--- src/rtl/dram_refresh_consts.vh ---
// Constants for the refresh and arbitration controller of a 64K x 1 dynamic RAM
`ifndef DRAM_REFRESH_CONSTS_VH
`define DRAM_REFRESH_CONSTS_VH

`define CLK_PERIOD_NS 25
`define ROW_COUNT 128
`define REFRESH_PERIOD_NS 2000000
// Interval per row, rounded down so 128 rows fit in 2 ms
`define REF_INTERVAL_CYC ((`REFRESH_PERIOD_NS / `ROW_COUNT) / `CLK_PERIOD_NS)
`define PRECHARGE_NS 100
`define PRECHARGE_CYC ((`PRECHARGE_NS + `CLK_PERIOD_NS - 1) / `CLK_PERIOD_NS)
`define ACCESS_NS 250
`define ACCESS_CYC ((`ACCESS_NS + `CLK_PERIOD_NS - 1) / `CLK_PERIOD_NS)
`define EXIT_DELAY_NS 250
`define EXIT_DELAY_CYC ((`EXIT_DELAY_NS + `CLK_PERIOD_NS - 1) / `CLK_PERIOD_NS)
`define TIMER_W 10
`define CNT_W 4
`define ONE_TIMER 10'h001
`define ZERO_TIMER 10'h000
`define ONE_CNT 4'h1
`define ZERO_CNT 4'h0
// Unit step for 32-bit load arithmetic before it is cut to a counter's width
`define ONE_WORD 32'h00000001

`endif

--- src/rtl/dram_refresh_pin_control.v ---
// Refresh timer, arbiter and pin sequencer driving a 64K x 1 dynamic RAM
`timescale 1ns/10ps
`include "dram_refresh_consts.vh"

module dram_refresh_pin_control (
	input wire MCLK, // 40 MHz clock
	input wire RST_N, // Synchronous reset, active low
	input wire HOST_MEM_REQ, // Host memory request level, held until done
	input wire SERIAL_OUT_SELECT, // High selects boot ROM in overlap space
	input wire SELF_REFRESH_REQ, // Level: hold memory in self refresh
	output wire HOST_GRANT, // Host owns the memory this cycle
	output wire HOST_DONE, // One-cycle pulse, host access finished
	output reg RAS_N, // Row strobe to RAM, active low
	output reg REF_N, // Refresh pin to RAM, active low
	output reg ROM_SELECT, // Boot ROM enabled in overlap space
	output reg RAM_SELECT, // RAM enabled in overlap space
	output reg IN_SELF_REFRESH // Memory held in self refresh or in its exit delay
);

	localparam ST_IDLE = 5'h01;
	localparam ST_ACCESS = 5'h02;
	localparam ST_AUTO = 5'h04;
	localparam ST_SELF = 5'h08;
	localparam ST_EXIT = 5'h10;

	// ------------------------------------------------------------
	// Input synchronisers
	// ------------------------------------------------------------
	wire req_s2_q;
	wire sel_s2_q;
	wire slf_s2_q;
	// Two flops each, since the host runs off its own timing
	pin_sync #(.RESET_VAL(1'h0)) req_sync (
		.clk(MCLK),
		.rst_n(RST_N),
		.pin(HOST_MEM_REQ),
		.sync_q(req_s2_q)
	);
	// Select resets high so the boot ROM is mapped while the host starts up
	pin_sync #(.RESET_VAL(1'h1)) sel_sync (
		.clk(MCLK),
		.rst_n(RST_N),
		.pin(SERIAL_OUT_SELECT),
		.sync_q(sel_s2_q)
	);
	// Self refresh request resets low so the first cycles stay normal
	pin_sync #(.RESET_VAL(1'h0)) slf_sync (
		.clk(MCLK),
		.rst_n(RST_N),
		.pin(SELF_REFRESH_REQ),
		.sync_q(slf_s2_q)
	);

	// ------------------------------------------------------------
	// Refresh interval timer
	// ------------------------------------------------------------
	reg [`TIMER_W-1:0] timer_q;
	reg pend_q;
	reg [4:0] state_q, state_d;
	reg [`CNT_W-1:0] cnt_q, cnt_d;
	wire tick = (timer_q == `ZERO_TIMER);
	wire refresh_taken = (state_q == ST_IDLE) && (state_d == ST_AUTO);
	// Load values come from 32-bit macro arithmetic; only the low bits are kept,
	// and every one of them fits the counter it is loaded into
	wire [31:0] timer_reload_w = `REF_INTERVAL_CYC - `ONE_WORD;
	wire [31:0] pre_load_w = `PRECHARGE_CYC - `ONE_WORD;
	wire [31:0] acc_load_w = `ACCESS_CYC - `ONE_WORD;
	wire [31:0] exit_load_w = `EXIT_DELAY_CYC - `ONE_WORD;
	wire [31:0] rest_load_w = `PRECHARGE_CYC;
	// Free running, so requests come regardless of host state
	always @(posedge MCLK) begin
		if (!RST_N) begin
			timer_q <= `ZERO_TIMER;
			pend_q <= 1'b0;
		end else begin
			if (tick)
				timer_q <= timer_reload_w[`TIMER_W-1:0];
			else
				timer_q <= timer_q - `ONE_TIMER;
			// A new tick wins over taking the old request
			if (tick)
				pend_q <= 1'b1;
			else if (refresh_taken)
				pend_q <= 1'b0;
		end
	end

	// ------------------------------------------------------------
	// Row strobe precharge guard
	// ------------------------------------------------------------
	reg [`CNT_W-1:0] rest_q;
	wire rested = (rest_q == `ZERO_CNT);
	// Counts the precharge after every access, so neither a refresh nor the
	// next access lowers a pin before the row strobe has recovered
	// It also outlasts the host's two-flop lag, so a request dropped on the
	// done pulse is not mistaken for a second one
	always @(posedge MCLK) begin
		if (!RST_N) begin
			rest_q <= `ZERO_CNT;
		end else if (state_d == ST_ACCESS) begin
			rest_q <= rest_load_w[`CNT_W-1:0];
		end else if (!rested) begin
			rest_q <= rest_q - `ONE_CNT;
		end
	end

	// ------------------------------------------------------------
	// Arbiter and pin sequencer
	// ------------------------------------------------------------
	// Automatic refresh uses the RAM's own row counter, so no external
	// counter exists and self refresh never mixes with it
	always @* begin
		state_d = state_q;
		cnt_d = cnt_q;
		case (state_q)
			ST_IDLE: begin
				// Refresh first on a tie
				if (!rested) begin
					// Row strobe still precharging from the last access
					state_d = ST_IDLE;
				end else if (slf_s2_q) begin
					state_d = ST_SELF;
				end else if (pend_q) begin
					state_d = ST_AUTO;
					cnt_d = pre_load_w[`CNT_W-1:0];
				end else if (req_s2_q) begin
					state_d = ST_ACCESS;
					cnt_d = acc_load_w[`CNT_W-1:0];
				end
			end
			ST_ACCESS: begin
				// Runs to completion, never cut short by refresh
				if (cnt_q == `ZERO_CNT)
					state_d = ST_IDLE;
				else
					cnt_d = cnt_q - `ONE_CNT;
			end
			ST_AUTO: begin
				// Refresh pin low for one precharge time
				if (cnt_q == `ZERO_CNT)
					state_d = ST_IDLE;
				else
					cnt_d = cnt_q - `ONE_CNT;
			end
			ST_SELF: begin
				// RAM times its own rows while we hold the pin
				if (!slf_s2_q) begin
					state_d = ST_EXIT;
					cnt_d = exit_load_w[`CNT_W-1:0];
				end
			end
			ST_EXIT: begin
				// Exit delay before any access
				if (cnt_q == `ZERO_CNT)
					state_d = ST_IDLE;
				else
					cnt_d = cnt_q - `ONE_CNT;
			end
			default: begin
				state_d = ST_IDLE;
				cnt_d = `ZERO_CNT;
			end
		endcase
	end

	always @(posedge MCLK) begin
		if (!RST_N) begin
			state_q <= ST_IDLE;
			cnt_q <= `ZERO_CNT;
		end else begin
			state_q <= state_d;
			cnt_q <= cnt_d;
		end
	end

	// ------------------------------------------------------------
	// Registered pins, and the host grant and done decoded from state
	// ------------------------------------------------------------
	// Row strobe only for access, refresh pin only for refresh
	always @(posedge MCLK) begin
		if (!RST_N) begin
			RAS_N <= 1'b1;
			REF_N <= 1'b1;
			ROM_SELECT <= 1'b1;
			RAM_SELECT <= 1'b0;
			IN_SELF_REFRESH <= 1'b0;
		end else begin
			RAS_N <= !(state_d == ST_ACCESS);
			REF_N <= !((state_d == ST_AUTO) || (state_d == ST_SELF));
			ROM_SELECT <= sel_s2_q;
			RAM_SELECT <= !sel_s2_q;
			IN_SELF_REFRESH <= (state_d == ST_SELF) || (state_d == ST_EXIT);
		end
	end

	assign HOST_GRANT = (state_q == ST_ACCESS);
	assign HOST_DONE = (state_q == ST_ACCESS) && (cnt_q == `ZERO_CNT);

	// Synchronous opcode-fetch refresh and RAS-only refresh are not built:
	// the pin scheme covers them without an address mux

endmodule

// ------------------------------------------------------------
// Two-flop synchroniser for one asynchronous pin
// ------------------------------------------------------------
module pin_sync #(
	parameter [0:0] RESET_VAL = 1'h0
) (
	input wire clk, // Sampling clock
	input wire rst_n, // Synchronous reset, active low
	input wire pin, // Asynchronous level in
	output reg sync_q // Level after two flops
);
	reg meta_q;
	// Only the second flop is read, so a metastable first flop stays inside
	always @(posedge clk) begin
		if (!rst_n) begin
			meta_q <= RESET_VAL;
			sync_q <= RESET_VAL;
		end else begin
			meta_q <= pin;
			sync_q <= meta_q;
		end
	end
endmodule

--- config.mk ---
export PLATFORM = sky130hd
export DESIGN_NAME = dram_refresh_pin_control
export DESIGN_NICKNAME = d
export VERILOG_FILES = /design/src/rtl/dram_refresh_pin_control.v
export VERILOG_INCLUDE_DIRS = /design/src /design/src/rtl
export SDC_FILE = /design/constraint.sdc
export NUM_CORES = 1
export LEC_CHECK = 0
export BUFFER_PORTS_ARGS = -buffer_cell sky130_fd_sc_hd__buf_2
export CAP_MARGIN = 25
export CORE_MARGIN = 2
export CORE_UTILIZATION = 30
export CTS_BUF_LIST = sky130_fd_sc_hd__clkbuf_8 sky130_fd_sc_hd__clkbuf_16
export DETAILED_ROUTE_END_ITERATION = 7
export GPL_TIMING_DRIVEN = 0
export SETUP_SLACK_MARGIN = 0.3
export SYNTH_ARGS = -nofsm -noshare
export SYNTH_HDL_FRONTEND = slang
export SYNTH_SLANG_ARGS = --single-unit
--- constraint.sdc ---
create_clock -name MCLK -period 5.58 [get_ports MCLK]
set_input_delay 0.279 -clock MCLK [delete_from_list [all_inputs] [get_ports MCLK]]
set_output_delay 0.279 -clock MCLK [all_outputs]
set_load 0.1 [all_outputs]
# Word-level counts from Yosys, hierarchy flattened
# Index checks and enable logic that the tools add are counted.
# word_totals
regBits	35
latch_bits	0
mem_bits_rw	0
mem_bits_ro	0
out_inout_bits	7
n_memories	0
# op_classes
add_sub_neg	3
mul	0
div	0
order_cmp	0
eq_ne	15
n_shift	0
n_mux	19
bitwise_logic	1
n_reduce_logical	15
# ops
cell	count
two-way mux 5 bit	6
two-way mux 4 bit	6
case mux 5 bit (3 select lines)	1
case mux 4 bit (3 select lines)	1
== test 5 x 2 -> 1 bit (second input constant)	2
== test 5 x 3 -> 1 bit (second input constant)	2
== test 5 x 4 -> 1 bit (second input constant)	2
== test 5 bit (second input constant)	2
logical NOT 10 bit	1
two-way mux 10 bit	1
subtractor 10 x 1 -> 10 bit (second input constant)	1
logical NOT 4 bit	2
inequality test 2 bit (second input constant)	4
subtractor 4 x 1 -> 4 bit (second input constant)	2
two-way mux 3 bit	2
== test 5 x 1 -> 1 bit (second input constant)	1
AND reduction 5 bit	1
OR reduction 2 bit	2
logical NOT 1 bit	3
inequality test 3 x 2 -> 1 bit (second input constant)	1
OR reduction 3 bit	1
logical AND 1 bit	2
logical OR 1 bit	2
two-way mux 1 bit	2
other kinds (3)	3

# Longest topological paths before layout
# Gate-level depths: netlist (run 1).
# depth
word_depth	9
mapped_depth	7
depth_no_buf	6

# Hierarchy
# A second synthesis (run 1) with hierarchy kept.
# hier_totals
cells_unflattened	181
area_unflattened_um2	1627.8
# modules_own_cells
mod	instances	cells_each	area_per_inst_um2	seq_area_each_um2
dram_refresh_pin_control	1	169	1470.2	580.6
pin_sync	3	4	52.6	40.0

# Worst setup path before layout (run 1)
# OpenSTA, ideal clock, no wires.
# synth_timing
path_type	flip-flop to output port
startpoint	register cnt_q[0]
endpoint	output port HOST_DONE
t_arrival_ns	3.949
required_time_ns	5.301
slack_ns	1.352
stages_incl_launch_ff	6
path_cell_list	dfxtp_1 > inv_1 > ha_1 > or3b_2 > clkbuf_1 > nor4_1
# synth_via
elab_chain_cells	2
# synth_rtl
element	line	source
start: declaration	dram_refresh_pin_control.v:60	reg [`CNT_W-1:0] cnt_q, cnt_d;
start signal: assignment	dram_refresh_pin_control.v:169	cnt_q <= `ZERO_CNT;
start signal: assignment	dram_refresh_pin_control.v:172	cnt_q <= cnt_d;
logical NOT 4 bit (no source line)	n/a	
logical AND 1 bit	dram_refresh_pin_control.v:197	assign HOST_DONE = (state_q == ST_ACCESS) && (cnt_q == `ZERO_CNT);
end: declaration	dram_refresh_pin_control.v:12	output wire HOST_DONE,
# No other way between the ends.

# Final worst setup path (run 1)
# Same ends and word-level chain as after synthesis.

==> impl_results.html, run 1 <==
<table>
<tr><th>Metric</th><th>Value</th></tr>
<tr><th colspan="2">Clocking</th></tr>
<tr><td>Buffer count from post-CTS setup fixing</td><td>0</td></tr>
<tr><td>Resized cells post-CTS</td><td>0</td></tr>
<tr><td>Max Buffers Root-to-Sink</td><td>2</td></tr>
<tr><td>Number of clock sinks seen by CTS</td><td>35</td></tr>
<tr><td>Clock Root Buffer</td><td>clkbuf_8</td></tr>
<tr><td>Cts-stage hold buffer count</td><td>0</td></tr>
<tr><td>Clk pin slew, worst setup/hold paths</td><td>70 ps</td></tr>
<tr><td>Clock tree from TritonCTS</td><td>yes</td></tr>
<tr><td>CTS Buf Count</td><td>5</td></tr>
<tr><td>Clock latency at the later pin of the worst-skew pair</td><td>280 ps</td></tr>
<tr><td># H-tree levels</td><td>2</td></tr>
<tr><th colspan="2">Final layout</th></tr>
<tr><td>Fraction of layout instances using a drive strength above 1</td><td>15.8%</td></tr>
<tr><td>Register cell area after layout</td><td>701 um^2</td></tr>
<tr><td>Layout area overhead</td><td>15.3%</td></tr>
<tr><td>Antenna cells</td><td>0</td></tr>
<tr><td>Post-route cell area</td><td>0.00189 mm^2</td></tr>
<tr><td>Filler cell count</td><td>551</td></tr>
<tr><td>Nets</td><td>210</td></tr>
<tr><td>Commonest cells after routing, fill and taps aside</td><td>dfxtp_1, nor2_1, buf_2</td></tr>
<tr><td>Most common cell after layout, fill and taps aside</td><td>dfxtp_1</td></tr>
<tr><td>Total area of multi-input combinational cells</td><td>852 um^2</td></tr>
<tr><td>Core occupancy in the finished layout</td><td>36.3%</td></tr>
<tr><td>Non-filler instance count after layout</td><td>272</td></tr>
<tr><th colspan="2">Global routing</th></tr>
<tr><td>Met3 demand-to-capacity share in global routing</td><td>2.79%</td></tr>
<tr><td>Via count of the first global-routing pass</td><td>1,199</td></tr>
<tr><td>Number of antenna violations at the first check in global routing</td><td>0</td></tr>
<tr><td>Met1 usage in global routing</td><td>14.3%</td></tr>
<tr><td>Remaining global-route overflow</td><td>0</td></tr>
<tr><td>Most crowded layer after global routing</td><td>met2</td></tr>
<tr><td>First-pass GRT wire length</td><td>5330 um</td></tr>
<tr><td>Global router's overall resource usage</td><td>10.9%</td></tr>
<tr><td>Maximum number of pins on one net before global-route repair</td><td>13</td></tr>
<tr><td>Met2 track demand over resource</td><td>17.7%</td></tr>
<tr><th colspan="2">Floorplanning</th></tr>
<tr><td>Number of I/O pins</td><td>12</td></tr>
<tr><td>Horizontal die dimension</td><td>77.9 um</td></tr>
<tr><td>Die height</td><td>77.9 um</td></tr>
<tr><td>Die outline area</td><td>0.00608 mm^2</td></tr>
<tr><td>Core area</td><td>0.00520 mm^2</td></tr>
<tr><td>Initial core utilization</td><td>31.5%</td></tr>
<tr><td>Floorplan row count</td><td>26</td></tr>
<tr><th colspan="2">Hold path</th></tr>
<tr><td>Hold/Removal Path Class</td><td>in -&gt; reg</td></tr>
<tr><th colspan="2">Drt</th></tr>
<tr><td>Vias after detailed routing</td><td>1,293</td></tr>
<tr><td>Vias per Instance</td><td>4.75</td></tr>
<tr><td>Post-detailed-routing wire length</td><td>3170 um</td></tr>
<tr><td>DR pass1 iterations</td><td>4</td></tr>
<tr><td>Wire length per cell</td><td>11.6 um</td></tr>
<tr><td>Iteration-0 DRC count of the detailed router</td><td>68</td></tr>
<tr><td>Number of design rule violations left after detail routing</td><td>0</td></tr>
<tr><td>Antenna Violating Nets Remaining</td><td>0</td></tr>
<tr><th colspan="2">Placed design</th></tr>
<tr><td>Placed Instance Area</td><td>0.00178 mm^2</td></tr>
<tr><td>Post-placement setup slack</td><td>3410 ps</td></tr>
<tr><td>Final Wtd Congestion</td><td>0.790</td></tr>
<tr><td>Buffers added on ports</td><td>10</td></tr>
<tr><td>HPWL reported at the end of detailed placement</td><td>2280 um</td></tr>
<tr><td>Placed Instances</td><td>264</td></tr>
<tr><th colspan="2">Critical path</th></tr>
<tr><td>Max incr delay on CP</td><td>470 ps</td></tr>
<tr><td>Reg-to-reg setup timing slack</td><td>3570 ps</td></tr>
<tr><td>Worst EP required</td><td>5300 ps</td></tr>
<tr><td>Critical-path maximum fanout</td><td>7</td></tr>
<tr><td>Cell breakdown of the critical path</td><td>inv_1, ha_1, or3b_2, clkbuf_1, nor4_1, buf_2</td></tr>
<tr><td>Worst Setup End Kind</td><td>primary output</td></tr>
<tr><td>Critical-path top delay cell</td><td>buf_2</td></tr>
<tr><td>Buf+Inv Stages, Crit Path</td><td>3</td></tr>
<tr><td>Family with the most delay on the worst path</td><td>buffers and inverters</td></tr>
<tr><td>Setup CP Type</td><td>reg -&gt; out</td></tr>
<tr><td>Endpoint arrival time on the critical path</td><td>2170 ps</td></tr>
<tr><td>Worst Setup Start Kind</td><td>flip-flop</td></tr>
<tr><th colspan="2">Timing</th></tr>
<tr><td>Setup TNS Final</td><td>0 ps</td></tr>
<tr><td>Clock Skews</td><td>6.65 ps</td></tr>
<tr><td>Final Slew Violations</td><td>0</td></tr>
<tr><td># setup viols final</td><td>0</td></tr>
<tr><td>Unrepaired setup endpoints after global routing</td><td>false</td></tr>
<tr><td>Ratio of final minimum period to clock period</td><td>43.9%</td></tr>
<tr><td>Max Clock Freq</td><td>408 MHz</td></tr>
<tr><td>Final-report hold violation count</td><td>0</td></tr>
<tr><td>Minimum period implied by the final worst setup slack</td><td>2450 ps</td></tr>
<tr><td>Tightest slew margin relative to the limit</td><td>47.0%</td></tr>
<tr><td>Least setup slack across all paths after layout</td><td>3130 ps</td></tr>
<tr><td>Worst-Margin Slew</td><td>788 ps</td></tr>
<tr><td>Post-route worst hold slack</td><td>185 ps</td></tr>
<tr><th colspan="2">Logic synthesis</th></tr>
<tr><td>Area share of fa/ha/maj cells after synthesis</td><td>3.05%</td></tr>
<tr><td>Net count after synthesis</td><td>193</td></tr>
<tr><td>Compound-cell area share of the yosys netlist</td><td>17.5%</td></tr>
<tr><td>Gate Count Post-Synth</td><td>184</td></tr>
<tr><td>Count of flip-flops with a built-in enable after synthesis</td><td>0</td></tr>
<tr><td>Post-synth cell types</td><td>43</td></tr>
<tr><td>Synth warnings</td><td>0</td></tr>
<tr><td>Async set-reset flop share out of synthesis</td><td>0%</td></tr>
<tr><td>Synthesized cell area</td><td>0.00164 mm^2</td></tr>
<tr><td>Post-Synth XOR/XNOR Area</td><td>5.34%</td></tr>
<tr><td>Post-synthesis mux area share</td><td>0.686%</td></tr>
<tr><td>Flip-flop and latch count after synthesis</td><td>35</td></tr>
<tr><td>Main synth FF type</td><td>dfxtp_1</td></tr>
<tr><td>Mapped Avg Cell Area</td><td>8.91 um^2</td></tr>
<tr><td>Register area share after synthesis</td><td>42.7%</td></tr>
<tr><td>Post-synthesis share of cell area spent on and, or, nand and nor gates</td><td>25.3%</td></tr>
<tr><td>Combinational family with the most area after synthesis</td><td>simple AND/OR/NAND/NOR gates</td></tr>
<tr><th colspan="2">Job</th></tr>
<tr><td>Max-cap violations</td><td>0</td></tr>
<tr><th colspan="2">Power</th></tr>
<tr><td>Power after layout</td><td>1.01 mW</td></tr>
<tr><td>Worst voltage drop across the vdd grid</td><td>242 uV</td></tr>
<tr><td>Ratio of total power to cell area</td><td>534 mW/mm^2</td></tr>
<tr><td>Leakage dissipation</td><td>0.744 nW</td></tr>
<tr><th colspan="2">Run status</th></tr>
<tr><td>Status</td><td>complete, no violations</td></tr>
</table>
==> power breakdown <==
group | total [mW] | internal, mW | switching (mW)
Sequential | 0.366 | 0.313 | 0.0526
Combinational | 0.418 | 0.186 | 0.231
Clock | 0.227 | 0.133 | 0.0936
Total | 1.01 | 0.632 | 0.377
==> worst reg2reg max path: cells and delay by family, from the launching register on <==
kind | cells | cell delay (ps)
AO/OA/AOI/OAI | 2 | 560
adder cells (fa/ha/maj) | 1 | 180
buffers and inverters | 1 | 90
flip-flops | 1 | 330
multiplexers | 1 | 340
AND/OR/NAND/NOR | 1 | 400
==> kinds of logic after synthesis <==
| group | Yosys count |
|---|---|
| buffers and inverters | 20 |
| AOI/OAI and AO/OA | 38 |
| DFF | 35 |
| muxes | 1 |
| adders and majority gates | 4 |
| xor gates and xnor gates | 10 |
| and+or+nand+nor | 76 |
==> path summary, 6_finish.rpt <==
kind	startpoint	to	cells after the start
setup / recovery	cnt_q[0]	HOST_DONE	6
hold / removal	SERIAL_OUT_SELECT	sel_sync.meta_q	2
setup reg to reg	rest_q[0]	cnt_q[1]	6
hold reg to reg	sel_sync.sync_q	RAM_SELECT	1
==> flip-flops by register name, indices dropped and copies added, names as in the netlist, 4 cells and up <==
name,cells
timer_q,10
state_q,5
cnt_q,4
rest_q,4
==> layout make-up <==
type | instances | area share (%)
Multi-Input combinational cell | 129 | 45.1
Sequential cell | 35 | 37.1
Tap cell | 70 | 4.63
Clock buffer | 5 | 3.64
Timing Repair Buffer | 10 | 2.65
Buffer | 9 | 2.45
Clock inverter | 3 | 2.32
Inverter | 11 | 2.18
==> cells in the mapped netlist (2+ instances only) <==
cell      count  share of area [%]
a31oi_1       2               0.76
a22oi_1       3                1.4
xnor2_1       5                2.7
nor2b_1       3                1.1
xor2_1        5                2.7
nor4b_1       2                1.1
buf_2         4                1.2
ha_1          4                3.1
a21oi_1       6                1.8
o21ai_0       9                2.7
inv_1        11                2.5
or3_1         3                1.1
nor2_1       15                3.4
nor3_1       10                3.1
nand3b_1      2               0.92
and3_1        4                1.5
nand2b_1      5                1.9
nand4b_1      2                1.1
clkbuf_1      4               0.92
and2_1        6                2.3
nand3_1       4                1.2
nor4_1        4                1.5
nand2_1      12                2.7
dfxtp_1      35                 43
a21boi_0      6                2.7
==> per-layer routing <==
layer	part of all wire, %	routed length, um
met1	52	1650
met2	44	1400
met3	3.2	100
met4	0.47	15
met5	0	0
No activity file was read; power rests on OpenSTA's default activity.
==> inputs of run 2 (changes only) <==
--- a/config.mk
+++ b/config.mk
@@ -6,6 +6,7 @@
 export SDC_FILE = /design/constraint.sdc
 export NUM_CORES = 1
 export LEC_CHECK = 0
+export ABC_AREA = 1
 export BUFFER_PORTS_ARGS = -buffer_cell sky130_fd_sc_hd__buf_2
 export CAP_MARGIN = 25
 export CORE_MARGIN = 2
==> constraint.sdc (replaced) <==
create_clock -name MCLK -period 2.1 [get_ports MCLK]
set_input_delay 0.105 -clock MCLK [delete_from_list [all_inputs] [get_ports MCLK]]
set_output_delay 0.105 -clock MCLK [all_outputs]
set_load 0.1 [all_outputs]
==> run 2 against run 1 <==
Effect of this change:
- core utilization fell by 0.11 points
- die area shrank 2.6%
- final cell count is 15% higher
- via count rose by 3.6%
- clock power grew 100%
- sequential share of layout area up 0.83 points
- clock skew grew 2.9 ps
- worst hold slack worse by 170 ps
- critical path depth shrank 1
==> impl_results.html, run 2 <==
<table>
<tr><th>Metric</th><th>Value</th></tr>
<tr><th colspan="2">Floorplanning</th></tr>
<tr><td>Die outline area</td><td>0.00592 mm^2</td></tr>
<tr><td>Initial core utilization</td><td>31.2%</td></tr>
<tr><td>Number of I/O pins</td><td>12</td></tr>
<tr><td>Core area</td><td>0.00511 mm^2</td></tr>
<tr><td>Horizontal die dimension</td><td>76.9 um</td></tr>
<tr><td>Floorplan row count</td><td>26</td></tr>
<tr><td>Die height</td><td>76.9 um</td></tr>
<tr><th colspan="2">Clocking</th></tr>
<tr><td>Clock tree from TritonCTS</td><td>yes</td></tr>
<tr><td>CTS Buf Count</td><td>5</td></tr>
<tr><td>Clock Root Buffer</td><td>clkbuf_8</td></tr>
<tr><td>Clk pin slew, worst setup/hold paths</td><td>70 ps</td></tr>
<tr><td>Max Buffers Root-to-Sink</td><td>2</td></tr>
<tr><td>Buffer count from post-CTS setup fixing</td><td>0</td></tr>
<tr><td>Clock latency at the later pin of the worst-skew pair</td><td>280 ps</td></tr>
<tr><td># H-tree levels</td><td>2</td></tr>
<tr><td>Number of clock sinks seen by CTS</td><td>35</td></tr>
<tr><th colspan="2">Logic synthesis</th></tr>
<tr><td>Main synth FF type</td><td>dfxtp_1</td></tr>
<tr><td>Synthesized cell area</td><td>0.00160 mm^2</td></tr>
<tr><td>Count of flip-flops with a built-in enable after synthesis</td><td>0</td></tr>
<tr><td>Register area share after synthesis</td><td>43.9%</td></tr>
<tr><td>Gate Count Post-Synth</td><td>223</td></tr>
<tr><td>Flip-flop and latch count after synthesis</td><td>35</td></tr>
<tr><td>Net count after synthesis</td><td>232</td></tr>
<tr><td>Mapped Avg Cell Area</td><td>7.15 um^2</td></tr>
<tr><td>Biggest area contributors in the synthesized netlist</td><td>dfxtp_1, inv_1, nand2_1</td></tr>
<tr><td>Post-synth cell types</td><td>23</td></tr>
<tr><td>Most used standard cell by instance count after synthesis</td><td>inv_1</td></tr>
<tr><td>Synth top cells by count</td><td>inv_1, nand2_1, dfxtp_1</td></tr>
<tr><td>Synth warnings</td><td>0</td></tr>
<tr><td>Async set-reset flop share out of synthesis</td><td>0%</td></tr>
<tr><td>Library cell occupying the most area in the post-synthesis netlist</td><td>dfxtp_1</td></tr>
<tr><td>Top-area cell type share of the netlist area</td><td>43.9%</td></tr>
<tr><th colspan="2">Critical path</th></tr>
<tr><td>Worst EP required</td><td>2000 ps</td></tr>
<tr><td>Worst Setup End Kind</td><td>primary output</td></tr>
<tr><td>Critical-path maximum fanout</td><td>7</td></tr>
<tr><td>Endpoint arrival time on the critical path</td><td>1510 ps</td></tr>
<tr><td>Cell breakdown of the critical path</td><td>inv_1, ha_1, nand3_2, nor2_2, buf_4</td></tr>
<tr><td>Critical-path top delay cell</td><td>dfxtp_1</td></tr>
<tr><td>Setup CP Type</td><td>reg -&gt; out</td></tr>
<tr><td>Max incr delay on CP</td><td>320 ps</td></tr>
<tr><td>Worst Setup Start Kind</td><td>flip-flop</td></tr>
<tr><td>Family with the most delay on the worst path</td><td>buffers and inverters</td></tr>
<tr><td>Buf+Inv Stages, Crit Path</td><td>2</td></tr>
<tr><th colspan="2">Final layout</th></tr>
<tr><td>Nets</td><td>252</td></tr>
<tr><td>Register cell area after layout</td><td>701 um^2</td></tr>
<tr><td>Commonest cells after routing, fill and taps aside</td><td>inv_1, nand2_1, dfxtp_1</td></tr>
<tr><td>Most common cell after layout, fill and taps aside</td><td>inv_1</td></tr>
<tr><td>Filler cell count</td><td>538</td></tr>
<tr><td>Total area of multi-input combinational cells</td><td>736 um^2</td></tr>
<tr><td>Fraction of layout instances using a drive strength above 1</td><td>14.8%</td></tr>
<tr><td>Top flop regs</td><td>timer_q: 10 flops, state_q: 5 flops</td></tr>
<tr><td>Core occupancy in the finished layout</td><td>36.2%</td></tr>
<tr><td>Register ranked first by flip-flop count</td><td>timer_q</td></tr>
<tr><td>Layout area overhead</td><td>15.9%</td></tr>
<tr><td>Antenna cells</td><td>0</td></tr>
<tr><td>Max reg flops</td><td>10</td></tr>
<tr><th colspan="2">Power</th></tr>
<tr><td>Leakage dissipation</td><td>0.928 nW</td></tr>
<tr><td>Ratio of total power to cell area</td><td>1270 mW/mm^2</td></tr>
<tr><td>Worst voltage drop across the vdd grid</td><td>580 uV</td></tr>
<tr><th colspan="2">Drt</th></tr>
<tr><td>Post-detailed-routing wire length</td><td>2920 um</td></tr>
<tr><td>Number of design rule violations left after detail routing</td><td>0</td></tr>
<tr><td>Vias per Instance</td><td>4.27</td></tr>
<tr><td>Wire length per cell</td><td>9.30 um</td></tr>
<tr><td>DR pass1 iterations</td><td>4</td></tr>
<tr><td>Vias after detailed routing</td><td>1,340</td></tr>
<tr><td>Antenna Violating Nets Remaining</td><td>0</td></tr>
<tr><td>Iteration-0 DRC count of the detailed router</td><td>46</td></tr>
<tr><th colspan="2">Timing</th></tr>
<tr><td>Setup TNS Final</td><td>0 ps</td></tr>
<tr><td>Worst-Margin Slew</td><td>500 ps</td></tr>
<tr><td>Tightest slew margin relative to the limit</td><td>66.7%</td></tr>
<tr><td>Final-report hold violation count</td><td>0</td></tr>
<tr><td>Unrepaired setup endpoints after global routing</td><td>false</td></tr>
<tr><td>Max Clock Freq</td><td>618 MHz</td></tr>
<tr><td>Minimum period implied by the final worst setup slack</td><td>1620 ps</td></tr>
<tr><td># setup viols final</td><td>0</td></tr>
<tr><td>Final Slew Violations</td><td>0</td></tr>
<tr><td>Clock Skews</td><td>9.57 ps</td></tr>
<tr><td>Ratio of final minimum period to clock period</td><td>77.1%</td></tr>
<tr><th colspan="2">Placed design</th></tr>
<tr><td>Buffers added on ports</td><td>11</td></tr>
<tr><td>HPWL reported at the end of detailed placement</td><td>2140 um</td></tr>
<tr><td>Final Wtd Congestion</td><td>0.820</td></tr>
<tr><th colspan="2">Global routing</th></tr>
<tr><td>Maximum number of pins on one net before global-route repair</td><td>11</td></tr>
<tr><td>Via count of the first global-routing pass</td><td>1,240</td></tr>
<tr><td>First-pass GRT wire length</td><td>5170 um</td></tr>
<tr><td>Global router's overall resource usage</td><td>10.6%</td></tr>
<tr><td>Remaining global-route overflow</td><td>0</td></tr>
<tr><td>Number of antenna violations at the first check in global routing</td><td>0</td></tr>
<tr><th colspan="2">Job</th></tr>
<tr><td>Max-cap violations</td><td>0</td></tr>
<tr><th colspan="2">Hold path</th></tr>
<tr><td>Hold/Removal Path Class</td><td>in -&gt; reg</td></tr>
<tr><th colspan="2">Run status</th></tr>
<tr><td>Status</td><td>complete, no violations</td></tr>
</table>
[run 2: cell count changes in the layout (fill, tap and decap cells not counted), sizes merged, moves of 6 or more]
cell	previous run	this run
a21boi	7	0
a21oi	6	16
and2	6	0
inv	11	44
nand2	12	46
nand3	4	17
nor2	15	35
nor3	11	2
[run 2: path summary, 6_finish.rpt]
path	startpoint	end	slack (ps)	cells past startpoint
setup / recovery	cnt_q[0]	HOST_DONE	480	5
setup reg to reg	rest_q[0]	REF_N	490	9
hold / removal	HOST_MEM_REQ	req_sync.meta_q	10	3
hold reg to reg	sel_sync.sync_q	RAM_SELECT	400	1
[run 2: report_power, final]
part	internal (mW)	leakage (nW)	total (mW)	switching (mW)
Sequential	0.814	0.288	0.906	0.0919
Clock	0.223	0.0505	0.460	0.237
Combinational	0.349	0.590	0.975	0.626
[run 2: stage by stage]
step,std cells,area [um^2],setup slack (ps),hold WS [ps],power (mW)
final,314,1850,482,11.4,2.34
after global routing,314,1850,300,25.0,2.56
after CTS,314,1840,356,2.66,2.37
after detailed placement,304,1740,515,290,1.89
after global placement,304,1740,510,284,1.88
after floorplan,223,1600,415,203,1.71
[run 2: cells by family (layout without fill, tap and decap cells)]
kind of cell | count (synthesis) | in the layout | share of synthesized area, %
simple gates | 107 | 107 | 30.2
buf+inv | 44 | 65 | 10.4
flops | 35 | 35 | 43.9
compound gates | 28 | 28 | 9.57
xor+xnor | 5 | 5 | 2.75
fa+ha+maj | 4 | 4 | 3.14
[run 2: final cells by class]
cell class	count	area share (%)
plain buffers	2	0.474
clock buffers	5	3.72
clock inverters	3	0.677
inverters	42	8.53
multi-input cells	144	39.8
flip-flops and latches	35	37.9
well taps	70	4.74
repair buffers	13	4.19
[run 2: worst register-to-register path: cells and delay by family, from the launching register on]
kind | cells | cell delay, ps
buffers and inverters | 3 | 320
AND/OR/NAND/NOR | 3 | 420
adder cells (fa/ha/maj) | 1 | 170
flip-flops | 1 | 320
AO/OA/AOI/OAI | 2 | 260
[run 2: timing repair]
action | CTS | global route
gates cloned | 0 | 0
gates resized for setup | 1 | 1
endpoints found under the hold margin | 2 | 0
hold buffers | 2 | 0
setup endpoints to repair | 1 | 1
[run 2: metal layers]
| metal | global-route usage, % | share of wire, % | vias to the layer above |
|---|---|---|---|
| li1 | - | - | 731 |
| met1 | 12.3 | 47 | 591 |
| met2 | 18.9 | 50 | 14 |
| met3 | 2.47 | 2.5 | 4 |
| met4 | 3.82 | 0.99 | 0 |
| met5 | 0 | 0 | - |
==> inputs of run 3 (changes only) <==
==> constraint.sdc (replaced) <==
create_clock -name MCLK -period 1.5 [get_ports MCLK]
set_input_delay 0.075 -clock MCLK [delete_from_list [all_inputs] [get_ports MCLK]]
set_output_delay 0.075 -clock MCLK [all_outputs]
set_load 0.1 [all_outputs]
==> run 3 against run 2 <==
Effect of this change:
- combinational power increased by 120%
- die area unchanged
- highest routed layer unchanged
- clock skew decreased by 6.1 ps
- final cell count increased by 7.0%
- global-route usage increased by 2.2 points
- largest cell class unchanged
- total power increased by 80%
==> impl_results.html, run 3 (same netlist as run 2, synthesis figures left out) <==
<table>
<tr><th>Metric</th><th>Value</th></tr>
<tr><th colspan="2">Run status</th></tr>
<tr><td>Status</td><td>complete, no violations</td></tr>
<tr><th colspan="2">Drt</th></tr>
<tr><td>Wire length per cell</td><td>10.4 um</td></tr>
<tr><td>Top metal layer carrying routed signals</td><td>met4</td></tr>
<tr><td>Detailed route wirelength on metal3</td><td>99 um</td></tr>
<tr><td>Vias per Instance</td><td>4.25</td></tr>
<tr><td>Total routed wire length on the met1 layer</td><td>1600 um</td></tr>
<tr><td>Vias after detailed routing</td><td>1,429</td></tr>
<tr><td>Detailed route wirelength on metal2</td><td>1720 um</td></tr>
<tr><td>Number of design rule violations left after detail routing</td><td>0</td></tr>
<tr><td>Post-detailed-routing wire length</td><td>3480 um</td></tr>
<tr><td>Iteration-0 DRC count of the detailed router</td><td>37</td></tr>
<tr><td>Antenna Violating Nets Remaining</td><td>0</td></tr>
<tr><td>DR pass1 iterations</td><td>4</td></tr>
<tr><th colspan="2">Final layout</th></tr>
<tr><td>Non-filler instance count after layout</td><td>336</td></tr>
<tr><td>Commonest cells after routing, fill and taps aside</td><td>nand2_1, inv_1, dfxtp_1</td></tr>
<tr><td>Register ranked first by flip-flop count</td><td>timer_q</td></tr>
<tr><td>Layout area overhead</td><td>44.4%</td></tr>
<tr><td>Nets</td><td>274</td></tr>
<tr><td>Filler cell count</td><td>504</td></tr>
<tr><td>Antenna cells</td><td>0</td></tr>
<tr><td>Register cell area after layout</td><td>716 um^2</td></tr>
<tr><td>Post-route cell area</td><td>0.00230 mm^2</td></tr>
<tr><td>Max reg flops</td><td>10</td></tr>
<tr><td>Fraction of layout instances using a drive strength above 1</td><td>41.4%</td></tr>
<tr><td>Most common cell after layout, fill and taps aside</td><td>nand2_1</td></tr>
<tr><td>Top flop regs</td><td>timer_q: 10 flops, state_q: 5 flops</td></tr>
<tr><td>Total area of multi-input combinational cells</td><td>951 um^2</td></tr>
<tr><th colspan="2">Critical path</th></tr>
<tr><td>Critical-path top delay cell</td><td>dfxtp_4</td></tr>
<tr><td>Logic depth of the worst path, buffers included</td><td>4</td></tr>
<tr><td>Most frequent cell on the critical path</td><td>nor2_4</td></tr>
<tr><td>Endpoint arrival time on the critical path</td><td>1310 ps</td></tr>
<tr><td>Worst EP required</td><td>1420 ps</td></tr>
<tr><td>Setup CP Type</td><td>reg -&gt; out</td></tr>
<tr><td>Max incr delay on CP</td><td>370 ps</td></tr>
<tr><td>Capture point of the critical path</td><td>HOST_DONE</td></tr>
<tr><td>Worst r2r dst</td><td>rest_q[2]</td></tr>
<tr><td>Worst Setup End Kind</td><td>primary output</td></tr>
<tr><td>Family with the most delay on the worst path</td><td>simple AND/OR/NAND/NOR gates</td></tr>
<tr><td>Reg-to-reg setup timing slack</td><td>150 ps</td></tr>
<tr><td>Critical Path Start</td><td>state_q[3]</td></tr>
<tr><td>Worst Setup Start Kind</td><td>flip-flop</td></tr>
<tr><td>Cell breakdown of the critical path</td><td>nor2_4, nand3_4, nor2_4, buf_12</td></tr>
<tr><td>Reg-to-reg startpoint</td><td>cnt_q[0]</td></tr>
<tr><td>Number of cells on the worst reg-to-reg path</td><td>8</td></tr>
<tr><td>Buf+Inv Stages, Crit Path</td><td>1</td></tr>
<tr><td>Critical-path maximum fanout</td><td>4</td></tr>
<tr><th colspan="2">Clocking</th></tr>
<tr><td># H-tree levels</td><td>2</td></tr>
<tr><td>Number of clock sinks seen by CTS</td><td>35</td></tr>
<tr><td>Max Buffers Root-to-Sink</td><td>2</td></tr>
<tr><td>Clock Root Buffer</td><td>clkbuf_8</td></tr>
<tr><td>Clk pin slew, worst setup/hold paths</td><td>80 ps</td></tr>
<tr><td>Clock tree from TritonCTS</td><td>yes</td></tr>
<tr><td>CTS Buf Count</td><td>5</td></tr>
<tr><td>Clock latency at the later pin of the worst-skew pair</td><td>290 ps</td></tr>
<tr><th colspan="2">Power</th></tr>
<tr><td>Leakage dissipation</td><td>1.06 nW</td></tr>
<tr><td>Power after layout</td><td>4.22 mW</td></tr>
<tr><td>Ratio of total power to cell area</td><td>1830 mW/mm^2</td></tr>
<tr><td>Worst voltage drop across the vdd grid</td><td>880 uV</td></tr>
<tr><th colspan="2">Floorplanning</th></tr>
<tr><td>Core area</td><td>0.00511 mm^2</td></tr>
<tr><td>Horizontal die dimension</td><td>76.9 um</td></tr>
<tr><td>Number of I/O pins</td><td>12</td></tr>
<tr><td>Die outline area</td><td>0.00592 mm^2</td></tr>
<tr><td>Floorplan row count</td><td>26</td></tr>
<tr><td>Initial core utilization</td><td>31.2%</td></tr>
<tr><td>Die height</td><td>76.9 um</td></tr>
<tr><th colspan="2">Global routing</th></tr>
<tr><td>Remaining global-route overflow</td><td>0</td></tr>
<tr><td>First-pass GRT wire length</td><td>6050 um</td></tr>
<tr><td>Maximum number of pins on one net before global-route repair</td><td>12</td></tr>
<tr><td>Via count of the first global-routing pass</td><td>1,384</td></tr>
<tr><td>Number of antenna violations at the first check in global routing</td><td>0</td></tr>
<tr><td>Global router's overall resource usage</td><td>12.8%</td></tr>
<tr><th colspan="2">Placed design</th></tr>
<tr><td>Placed Instance Area</td><td>0.00182 mm^2</td></tr>
<tr><td>Final Wtd Congestion</td><td>0.790</td></tr>
<tr><td>HPWL reported at the end of detailed placement</td><td>2200 um</td></tr>
<tr><td>Placed Instances</td><td>304</td></tr>
<tr><td>Buffers added on ports</td><td>11</td></tr>
<tr><th colspan="2">Timing</th></tr>
<tr><td>Final-report hold violation count</td><td>0</td></tr>
<tr><td>Unrepaired setup endpoints after global routing</td><td>true</td></tr>
<tr><td>Final Slew Violations</td><td>0</td></tr>
<tr><td>Ratio of final minimum period to clock period</td><td>92.0%</td></tr>
<tr><td>Minimum period implied by the final worst setup slack</td><td>1380 ps</td></tr>
<tr><td>Worst-Margin Slew</td><td>509 ps</td></tr>
<tr><td>Clock Skews</td><td>3.47 ps</td></tr>
<tr><td>Max Clock Freq</td><td>724 MHz</td></tr>
<tr><td># setup viols final</td><td>0</td></tr>
<tr><td>Setup TNS Final</td><td>0 ps</td></tr>
<tr><td>Tightest slew margin relative to the limit</td><td>66.1%</td></tr>
<tr><th colspan="2">Hold path</th></tr>
<tr><td>Hold/Removal Path Class</td><td>in -&gt; reg</td></tr>
<tr><th colspan="2">Job</th></tr>
<tr><td>Max-cap violations</td><td>0</td></tr>
</table>
## run 3: changes by cell type in the layout (fill, tap and decap cells not counted), moves of 8 or more
| cell | previous run | this run |
|---|---|---|
| nor2_1 | 30 | 22 |
| dfxtp_1 | 35 | 27 |
| a21oi_1 | 16 | 8 |
| inv_2 | 0 | 10 |
| buf_4 | 1 | 21 |
| inv_1 | 44 | 30 |
| a21oi_2 | 0 | 8 |
## run 3: routing by layer
metal,vias to the layer above,GRT usage [%]
met3,4,3.18
met1,636,14.6
li1,775,-
met4,0,6.00
met2,14,22.4
met5,-,0
## run 3: worst min path at each step
stage	end	depth (start not counted)	slack, ps	start
after floorplan	req_sync.meta_q	2	170	HOST_MEM_REQ
after global placement	slf_sync.meta_q	3	260	SELF_REFRESH_REQ
after detailed placement	req_sync.meta_q	3	260	HOST_MEM_REQ
after CTS	rest_q[0]	3	100	RST_N
after global routing	rest_q[0]	3	110	RST_N
final	rest_q[0]	3	120	RST_N
## run 3: tightest hold or removal path, cell delays in order
cell and delay, ps:
buf_2 150, nand3_2 110, a21oi_2 40
## run 3: what timing repair did
item	4_1_cts	5_1_grt
endpoints found under the hold margin	3	0
gates cloned	0	0
pin swaps	14	8
endpoints found under the setup margin	27	28
resized for setup	37	23
hold buffers	3	0
buffers inserted	12	9
## run 3: report_power, final
group          internal [mW]  total, mW  switching (mW)  leakage, nW
clock                  0.418      0.781           0.363       0.0505
sequential              1.15       1.32           0.169        0.291
combinational          0.920       2.12            1.20        0.717
total                   2.49       4.22            1.73         1.06
## run 3: cell type report
cell class	instances	area share, %
multi-input combinational	144	41.3
sequential	35	31.1
timing repair buffer	35	11.8
inverter	42	7.12
clock buffer	7	4.18
tap	70	3.80
buffer	2	0.380
clock inverter	1	0.326
## run 3: stage by stage
stage               utilization [%]  setup WS, ps  hold WS, ps
floorplan                         -           204          173
global placement               35.5          41.8          256
detailed placement             35.5          52.7          259
CTS                            42.3           133          100
global route                   45.1          37.2          111
finish                         45.1           120          116
